[src/rtl/scal_defines.svh]
/*
 * Constants of the sixteen channel scaler core: geometry, register offsets,
 * field positions and reset values.
 * Assumes it is included by bare name from the package and the core.
 */
// Notes on behaviour
// - Sixteen independent 32-bit counters, each adds one per pulse on its input.
// - Channel pulses up to 25 MHz, one per clk cycle, are accepted without losing counts.
// - Counters form eight sections of two adjacent channels, configured per section.
// - Each section may join its two channels into one 64-bit cascaded counter.
// - Each section has an enable allowing or suppressing its interrupts.
// - Interrupt raised when enabled and an enabled counter's top bit sets.
// - Front-panel count inhibit input stops all counters while asserted.
// - Front-panel fast clear input zeroes every counter.
// - Test pulse adds one to every counter only when no section cascades.
// - Manual clear zeroes counters, drops interrupt, disables interrupts, clears bus inhibit.
// - Bus slave takes 24 or 32-bit addresses and 16 or 32-bit data.
// - Base address comes from six static rotary switches and is compared.
// - An access indicator pulses each time an access is acknowledged.
// - Cascaded: odd channel counts input 2n+1, even channel counts odd carry.
// - Cascaded value has odd channel low word, even channel high word.
// - Cascaded section interrupts on bit 64; split section on either bit 32.
// - Power-on clears counters, bus inhibit flag, and disables interrupts.
`ifndef SCAL_DEFINES_SVH
`define SCAL_DEFINES_SVH

`define SCAL_NCH        16
`define SCAL_NSEC       8
`define SCAL_CW         32
`define SCAL_MSB        31
`define SCAL_AW         32
`define SCAL_PAGE_BITS  8
`define SCAL_SW_DIGITS  6
`define SCAL_A24_MASK   32'h00FF_FF00
`define SCAL_A32_MASK   32'hFFFF_FF00
// Offsets within the 256-byte page
`define SCAL_OFF_CNT0   8'h10
`define SCAL_OFF_CNTEND 8'h50
`define SCAL_OFF_CLR    8'h50
`define SCAL_OFF_INHSET 8'h52
`define SCAL_OFF_INHCLR 8'h54
`define SCAL_OFF_INCR   8'h56
`define SCAL_OFF_STAT   8'h58
`define SCAL_OFF_REQEN  8'h5C
`define SCAL_OFF_GIEN   8'h60
`define SCAL_OFF_IRQST  8'h64
`define SCAL_OFF_IRQMSK 8'h68
`define SCAL_RST_REQEN  8'h00
`define SCAL_RST_MSK    16'h0000
`define SCAL_MODE_BITS  8

`endif

[src/rtl/scal_pkg.sv]
/*
 * Types of the sixteen channel scaler core.
 * Assumes the defines header sits in the include path.
 */
`include "scal_defines.svh"
package scal_pkg;
	typedef struct packed {
		logic                 wr;
		logic                 rd;
		logic                 am32;
		logic                 d32;
		logic [`SCAL_AW-1:0]  addr;
		logic [`SCAL_CW-1:0]  wdata;
	} scal_bus_req_s;

	typedef struct packed {
		logic inhibit;
		logic fast_clear;
		logic test;
		logic manual_clear;
	} scal_panel_s;

	typedef enum logic [1:0] {
		SCAL_IDLE = 2'b00,
		SCAL_ACK  = 2'b01,
		SCAL_SHOW = 2'b11
	} scal_led_e;
endpackage

[src/rtl/scal_core.sv]
/*
 * Sixteen channel scaler core: counters, cascade, panel controls, bus slave
 * with base address compare, interrupt status/mask.
 * Assumes channel pulses are one-cycle, synchronous to clk, and at most one per
 * cycle per channel; the 25 MHz clk limits the real input rate.
 */
`include "scal_defines.svh"
module scal_core
	import scal_pkg::*;
#(
	parameter int NCH = `SCAL_NCH,
	parameter int NSEC = `SCAL_NSEC,
	parameter int CW = `SCAL_CW
) (
	input  wire logic                   clk,
	input  wire logic                   rst,
	input  wire logic [NCH-1:0]         ch_pulse,
	input  wire scal_panel_s            panel,
	input  wire logic [NSEC-1:0]        cascade_sel,
	input  wire logic [4*`SCAL_SW_DIGITS-1:0] base_sw,
	input  wire scal_bus_req_s          bus,
	output logic [CW-1:0]               rdata,
	output logic                        dtack,
	output logic                        access_led,
	output logic                        irq
);

	////////////////////////////////////////////////////////////////////////////
	logic [CW-1:0]   cnt_q [NCH];
	logic            bus_set_inhibit_flag_q;
	logic [NSEC-1:0] req_en_q;
	logic            gien_q;
	logic [15:0]     irq_st_q;
	logic [15:0]     irq_msk_q;
	logic [NCH-1:0]  top_prev_q;
	logic [CW-1:0]   rdata_q;
	logic            dtack_q;
	logic            irq_q;
	logic [1:0]      led_cnt_q;
	scal_led_e       led_st_q;

	logic            sel;
	logic [7:0]      off;
	logic            wr_hit;
	logic            rd_hit;
	logic            inhibit;
	logic            clr_all;
	logic            test_inc;
	logic [NCH-1:0]  tick;
	logic [NCH-1:0]  top_now;
	logic [15:0]     ev;

	// Base address: six hex digits give A31..A8; A24 cycles compare A23..A8 only
	function automatic logic base_hit(input logic [`SCAL_AW-1:0] a, input logic am32,
		input logic [4*`SCAL_SW_DIGITS-1:0] sw);
		logic [`SCAL_AW-1:0] b;
		b = {sw, 8'h00};
		if (am32)
			base_hit = ((a ^ b) & `SCAL_A32_MASK) == 32'h0000_0000;
		else
			base_hit = ((a ^ b) & `SCAL_A24_MASK) == 32'h0000_0000;
	endfunction

	function automatic logic is_off(input logic [7:0] o, input logic [7:0] ref_o);
		is_off = (o[7:1] == ref_o[7:1]);
	endfunction

	assign sel    = base_hit(bus.addr, bus.am32, base_sw);
	assign off    = bus.addr[`SCAL_PAGE_BITS-1:0];
	assign wr_hit = sel && bus.wr;
	assign rd_hit = sel && bus.rd;

	// Any access to the clear offset clears, as the write or read strobe may carry it
	assign clr_all  = panel.fast_clear || panel.manual_clear
		|| ((wr_hit || rd_hit) && is_off(off, `SCAL_OFF_CLR));
	assign inhibit  = panel.inhibit || bus_set_inhibit_flag_q;
	// Test increment only in all-split configuration
	assign test_inc = (cascade_sel == '0) && (panel.test
		|| ((wr_hit || rd_hit) && is_off(off, `SCAL_OFF_INCR)));

	////////////////////////////////////////////////////////////////////////////
	// Counters
	genvar s;
	generate
		for (s = 0; s < NSEC; s++) begin : g_sec
			logic carry;
			// Odd channel wrapping to zero is the carry into the even channel
			assign carry = tick[2*s+1] && (cnt_q[2*s+1] == '1);
			assign tick[2*s+1] = ch_pulse[2*s+1] || test_inc;
			assign tick[2*s]   = cascade_sel[s] ? carry
				: (ch_pulse[2*s] || test_inc);
		end
	endgenerate

	genvar c;
	generate
		for (c = 0; c < NCH; c++) begin : g_ch
			always_ff @(posedge clk) begin
				if (rst || clr_all) begin
					cnt_q[c] <= '0;
				end else if (tick[c] && !inhibit) begin
					cnt_q[c] <= cnt_q[c] + 1'b1;
				end
			end
			// Top bit follows the counter width so a narrowed build still raises events
			assign top_now[c] = cnt_q[c][CW-1];
		end
	endgenerate

	always_ff @(posedge clk) begin
		if (rst)
			top_prev_q <= '0;
		else
			top_prev_q <= top_now;
	end

	////////////////////////////////////////////////////////////////////////////
	// Interrupt sources: rising top bit of each enabled counter
	always_comb begin
		ev = '0;
		for (int i = 0; i < NSEC; i++) begin
			if (req_en_q[i]) begin
				if (cascade_sel[i]) begin
					// Only bit 64 counts: the even channel holds the high word
					ev[2*i] = top_now[2*i] && !top_prev_q[2*i];
				end else begin
					ev[2*i]   = top_now[2*i] && !top_prev_q[2*i];
					ev[2*i+1] = top_now[2*i+1] && !top_prev_q[2*i+1];
				end
			end
		end
	end

	always_ff @(posedge clk) begin
		if (rst || panel.manual_clear) begin
			irq_st_q <= '0;
		end else begin
			// Set wins over a clear in the same cycle
			if (wr_hit && is_off(off, `SCAL_OFF_IRQST))
				irq_st_q <= (irq_st_q & ~bus.wdata[15:0]) | ev;
			else
				irq_st_q <= irq_st_q | ev;
		end
	end

	always_ff @(posedge clk) begin
		if (rst)
			irq_msk_q <= `SCAL_RST_MSK;
		else if (wr_hit && is_off(off, `SCAL_OFF_IRQMSK))
			irq_msk_q <= bus.wdata[15:0];
	end

	always_ff @(posedge clk) begin
		if (rst)
			req_en_q <= `SCAL_RST_REQEN;
		else if (wr_hit && is_off(off, `SCAL_OFF_REQEN))
			req_en_q <= bus.wdata[NSEC-1:0];
	end

	always_ff @(posedge clk) begin
		if (rst || panel.manual_clear)
			gien_q <= 1'b0;
		else if (wr_hit && is_off(off, `SCAL_OFF_GIEN))
			gien_q <= bus.wdata[0];
	end

	always_ff @(posedge clk) begin
		if (rst || panel.manual_clear)
			irq_q <= 1'b0;
		else
			irq_q <= gien_q && |(irq_st_q & irq_msk_q);
	end

	always_ff @(posedge clk) begin
		if (rst || panel.manual_clear)
			bus_set_inhibit_flag_q <= 1'b0;
		else if ((wr_hit || rd_hit) && is_off(off, `SCAL_OFF_INHSET))
			bus_set_inhibit_flag_q <= 1'b1;
		else if ((wr_hit || rd_hit) && is_off(off, `SCAL_OFF_INHCLR))
			bus_set_inhibit_flag_q <= 1'b0;
	end

	////////////////////////////////////////////////////////////////////////////
	// Read port: counters D32 at offset 0x10 + 4*ch; D16 reads pick a half by A1
	always_ff @(posedge clk) begin
		logic [`SCAL_AW-1:0] v;
		logic [3:0]          idx;
		v   = '0;
		idx = 4'(off[5:2] - 4'h4);
		if (rst) begin
			rdata_q <= '0;
		end else if (rd_hit) begin
			if (off >= `SCAL_OFF_CNT0 && off < `SCAL_OFF_CNTEND)
				v = `SCAL_AW'(cnt_q[idx]);
			else if (is_off(off, `SCAL_OFF_STAT))
				v = {16'h0000, inhibit, gien_q, 6'h00, cascade_sel};
			else if (is_off(off, `SCAL_OFF_REQEN))
				v = {24'h000000, req_en_q};
			else if (is_off(off, `SCAL_OFF_GIEN))
				v = {31'h0, gien_q};
			else if (is_off(off, `SCAL_OFF_IRQST))
				v = {16'h0000, irq_st_q};
			else if (is_off(off, `SCAL_OFF_IRQMSK))
				v = {16'h0000, irq_msk_q};
			if (!bus.d32)
				v = {16'h0000, off[1] ? v[15:0] : v[31:16]};
			// Register words are built at full bus width and cut to the port width
			rdata_q <= v[CW-1:0];
		end else begin
			rdata_q <= '0;
		end
	end

	always_ff @(posedge clk) begin
		if (rst)
			dtack_q <= 1'b0;
		else
			dtack_q <= wr_hit || rd_hit;
	end

	// Indicator stretched over a few cycles so a lone access is still visible
	always_ff @(posedge clk) begin
		if (rst) begin
			led_st_q  <= SCAL_IDLE;
			led_cnt_q <= '0;
		end else begin
			case (led_st_q)
				SCAL_IDLE: if (wr_hit || rd_hit) led_st_q <= SCAL_ACK;
				SCAL_ACK: begin
					led_st_q  <= SCAL_SHOW;
					led_cnt_q <= 2'h3;
				end
				SCAL_SHOW: begin
					if (wr_hit || rd_hit)
						led_st_q <= SCAL_ACK;
					else if (led_cnt_q == 2'h0)
						led_st_q <= SCAL_IDLE;
					else
						led_cnt_q <= led_cnt_q - 2'h1;
				end
				default: led_st_q <= SCAL_IDLE;
			endcase
		end
	end

	always_ff @(posedge clk) begin
		if (rst)
			access_led <= 1'b0;
		else
			access_led <= (led_st_q != SCAL_IDLE);
	end

	assign rdata = rdata_q;
	assign dtack = dtack_q;
	assign irq   = irq_q;

endmodule

[config.mk]
export PLATFORM = sky130hd
export DESIGN_NAME = scal_core
export DESIGN_NICKNAME = d
export VERILOG_FILES = /design/src/rtl/scal_pkg.sv /design/src/rtl/scal_core.sv
export VERILOG_INCLUDE_DIRS = /design/src /design/src/rtl
export SDC_FILE = /design/constraint.sdc
export NUM_CORES = 1
export LEC_CHECK = 0
export BUFFER_PORTS_ARGS = -buffer_cell sky130_fd_sc_hd__buf_2
export CAP_MARGIN = 20
export CORE_MARGIN = 3
export CORE_UTILIZATION = 40
export CTS_CLUSTER_DIAMETER = 200
export DETAILED_ROUTE_END_ITERATION = 10
export GPL_TIMING_DRIVEN = 1
export PLACE_DENSITY_LB_ADDON = 0.1
export SLEW_MARGIN = 30
export SYNTH_ARGS = -nofsm -noshare
export SYNTH_HDL_FRONTEND = slang
export SYNTH_SLANG_ARGS = --single-unit
[constraint.sdc]
create_clock -name clk -period 10.6 [get_ports clk]
set_clock_uncertainty 0.1 [all_clocks]
set_input_delay 1.59 -clock clk [delete_from_list [all_inputs] [get_ports clk]]
set_output_delay 1.59 -clock clk [all_outputs]
set_load 0.005 [all_outputs]
==> impl_metrics.tcl <==
set metrics [dict create \
    status "complete, no violations" \
    die_h_um 303 \
    fin_setup_tns_ns 0 \
    grt_max_degree 65 \
    synth_top_cell_by_area "edfxtp_1" \
    synth_compound_gate_area_share_pct 2.83 \
    synthToLayoutAreaGrowth_pct 12.7 \
    cp_data_arrival_time_ns 5.44 \
    ff2ff_path_depth 9 \
    hold_violations 0 \
    netlist_instances 3176 \
    hold_slack_ns 0.360 \
    synth_edf_count 512 \
    core-area_mm2 0.0872 \
    synth_top_family_by_area "simple AND/OR/NAND/NOR gates" \
    drt-pass1-iter-count 6 \
    final_nets 3443 \
    critPathKind "in2reg" \
    postCtsHoldBufs 0 \
    rsz0062_at_grt "false" \
    final_core_util_pct 45.6 \
    fmax_mhz 192 \
    rows 108 \
    max-vdd-ir-drop_mv 0.122 \
    gp_congestion 0.896 \
    p_per_area_mw_per_mm2 141 \
    cp_common_cell "buf_4" \
    wl_um 113000 \
    antenna_found_initial 10 \
    wl_per_cell_um 25.0 \
    crit_start "base_sw[1]" \
    drive_gt1_share_pct 16.5 \
    critPathCapture "cnt_q[8][20]$_SDFFCE_PN0P_" \
    cap_violations 0 \
    drt_iter0_markers 2849 \
    ys_top_cells_by_area "edfxtp_1 44%, mux4_2 10%, xor2_1 7.8%" \
    yosysMostFrequentCell "edfxtp_1" \
    path_clk_slew_ns 0.06 \
    worst_pin_slew_ns 0.974 \
    yosysWarnings 0 \
    ctsResizeCount 0 \
    setup_ws_ns 5.38 \
    finalSetupViolCount 0 \
    numPortBuffers 140 \
    timing.rr.end "cnt_q[14][15]$_SDFFCE_PN0P_" \
    cts_tree "built" \
    via_per_inst 5.85 \
    async_flop_share_pct 0 \
    die_w_um 303 \
    post-place-ws_ns 4.70 \
    yosys.area_share.adder_pct 0.674 \
    finalCritPeriodShare_pct 49.2 \
    grt_pass1_wl_um 166000 \
    slowest_stage "a21o_1" \
    max_stage_delay_ns 0.73 \
    ys_seq_area_share_pct 49.1 \
    cp.required_ns 10.82 \
    period_minus_slack_ns 5.22 \
    syn_nets 3317 \
    ff_latch_area_mm2 0.0173 \
    synth.area.mux_share_pct 11.0 \
    vias 26400 \
    yosys-top-cells-count "512 x edfxtp_1, 480 x nor2_1, 316 x xor2_1" \
    clk-insertion-delay-late_ns 0.63 \
    grt_usage_pct 24.3 \
    yosys.area_share.xor_xnor_pct 12.5 \
    yosysTopAreaCellShare_pct 43.6 \
    slew_violations 0 \
    syn-cell-area_mm2 0.0353 \
    n_fill_cell 8025 \
    hold_path_class "reg2reg" \
    hpwl_um 84000 \
    synth_ff_type "edfxtp_1" \
    cts_max_path_buffers 3 \
    ff2ff_setup_slack_ns 6.35 \
    synth_simple_gate_area_share_pct 21.3 \
    leakage_nw 13.4 \
    post-route-drc-count 0 \
    cts_buffers 74 \
    timing.rr.start "cnt_q[15][0]$_SDFFCE_PN0P_" \
    io_pins 157 \
    postSynthAreaPerCell_um2 11.1 \
    multi_input_area_mm2 0.0172 \
    relSlewSlack_pct 34.8 \
    htree_levels 3 \
    ant_nets 0 \
    die-area_mm2 0.0918 \
    synth-seq-cells 609 \
    path_cells "buf_2 > xor2_1 > nor4_1 > nand4_1 > o31a_2 > buf_4 > nand2_4 > buf_4 > a21o_1 > nor2_1" \
    crit_fanout 46 \
    synth.distinct_cells 62 \
    start_kind "input port" \
    clockRootBuffer "clkbuf_16" \
    cts_setup_buffers 0 \
    start_util_pct 40.5 \
    cts.sinks 609 \
    grt_pass1_vias 25000 \
    cp-end-kind "flip-flop" \
    gr-total-overflow 0 \
]
cell usage in the layout, fill, tap and decap left out, drive strengths merged, types with 29 or more instances in the layout:
master  instances
nor3          243
mux4          159
xor2          316
a21oi          39
and4           35
buf           193
nand4          88
and3          100
inv            61
xnor2         188
clkinv         29
edfxtp        512
clkbuf         98
dfxtp          97
o21ai          50
and2           30
nor2          481
nand2         224
nand3         211
critical path, delay by kind of cell:
kind / cells / cell delay (ns)
XOR/XNOR: 1 / 0.15
AO/OA/AOI/OAI: 2 / 1.17
AND/OR/NAND/NOR: 4 / 1.39
buffers and inverters: 3 / 0.98
worst min path at each step:
stage                         startpoint                   endpoint  depth (start not counted)
2_1_floorplan  led_cnt_q[1]$_SDFFE_PP0P_  led_cnt_q[1]$_SDFFE_PP0P_                          2
3_3_place_gp   led_cnt_q[1]$_SDFFE_PP0P_  led_cnt_q[1]$_SDFFE_PP0P_                          2
3_5_place_dp   led_cnt_q[1]$_SDFFE_PP0P_  led_cnt_q[1]$_SDFFE_PP0P_                          2
4_1_cts        led_cnt_q[1]$_SDFFE_PP0P_  led_cnt_q[1]$_SDFFE_PP0P_                          2
5_1_grt        led_cnt_q[1]$_SDFFE_PP0P_  led_cnt_q[1]$_SDFFE_PP0P_                          2
6_report       led_cnt_q[1]$_SDFFE_PP0P_  led_cnt_q[1]$_SDFFE_PP0P_                          2
cell type report:
type                    count  area share, %
well taps                1155           3.64
repair buffers            193           3.21
diodes                      3         0.0189
clock buffers              98           5.02
clock inverters            34          0.630
flip-flops and latches    609           43.6
inverters                  59          0.557
multi-input cells        2365           43.3
routing by layer:
layer	wire, µm	GRT usage (%)	vias up
met1	48900	34.7	13300
met2	51700	37.7	1035
met5	30	0	-
met4	3800	8.61	4
li1	-	-	11900
met3	8520	3.91	161
flip-flops by register name, indices dropped and copies added (netlist names):
| name | cells |
|---|---|
| req_en_q | 8 |
| irq | 1 |
| gien_q | 1 |
| access_led | 1 |
| led_st_q | 2 |
| irq_st_q | 16 |
| led_cnt_q | 2 |
| cnt_q | 512 |
| rdata | 32 |
| irq_msk_q | 16 |
| top_prev_q | 16 |
| bus_set_inhibit_flag_q | 1 |
| dtack | 1 |
metrics by stage:
| step | power (mW) | instances | area, µm² |
|---|---|---|---|
| final | 5.59 | 4516 | 39700 |
| after global routing | 5.77 | 4513 | 39700 |
| after CTS | 5.65 | 4513 | 39700 |
| after detailed placement | 3.20 | 4381 | 37400 |
| after global placement | 3.19 | 4371 | 37200 |
| after floorplan | 3.01 | 3176 | 35300 |
kinds of logic (layout without fill, tap and decap cells):
group | Yosys count | in the layout
compound gates | 153 | 153
xor+xnor | 504 | 504
fa+ha+maj | 19 | 19
flops | 609 | 609
mux | 187 | 187
simple gates | 1502 | 1502
other cells | 0 | 3
buf+inv | 202 | 384
power breakdown:
group	leakage (nW)	internal (mW)	total, mW	switching, mW
registers	6.81	2.66	2.77	0.111
clock network	1.11	1.39	2.44	1.04
logic	5.44	0.152	0.387	0.234
(Power assumes the default switching activity.)
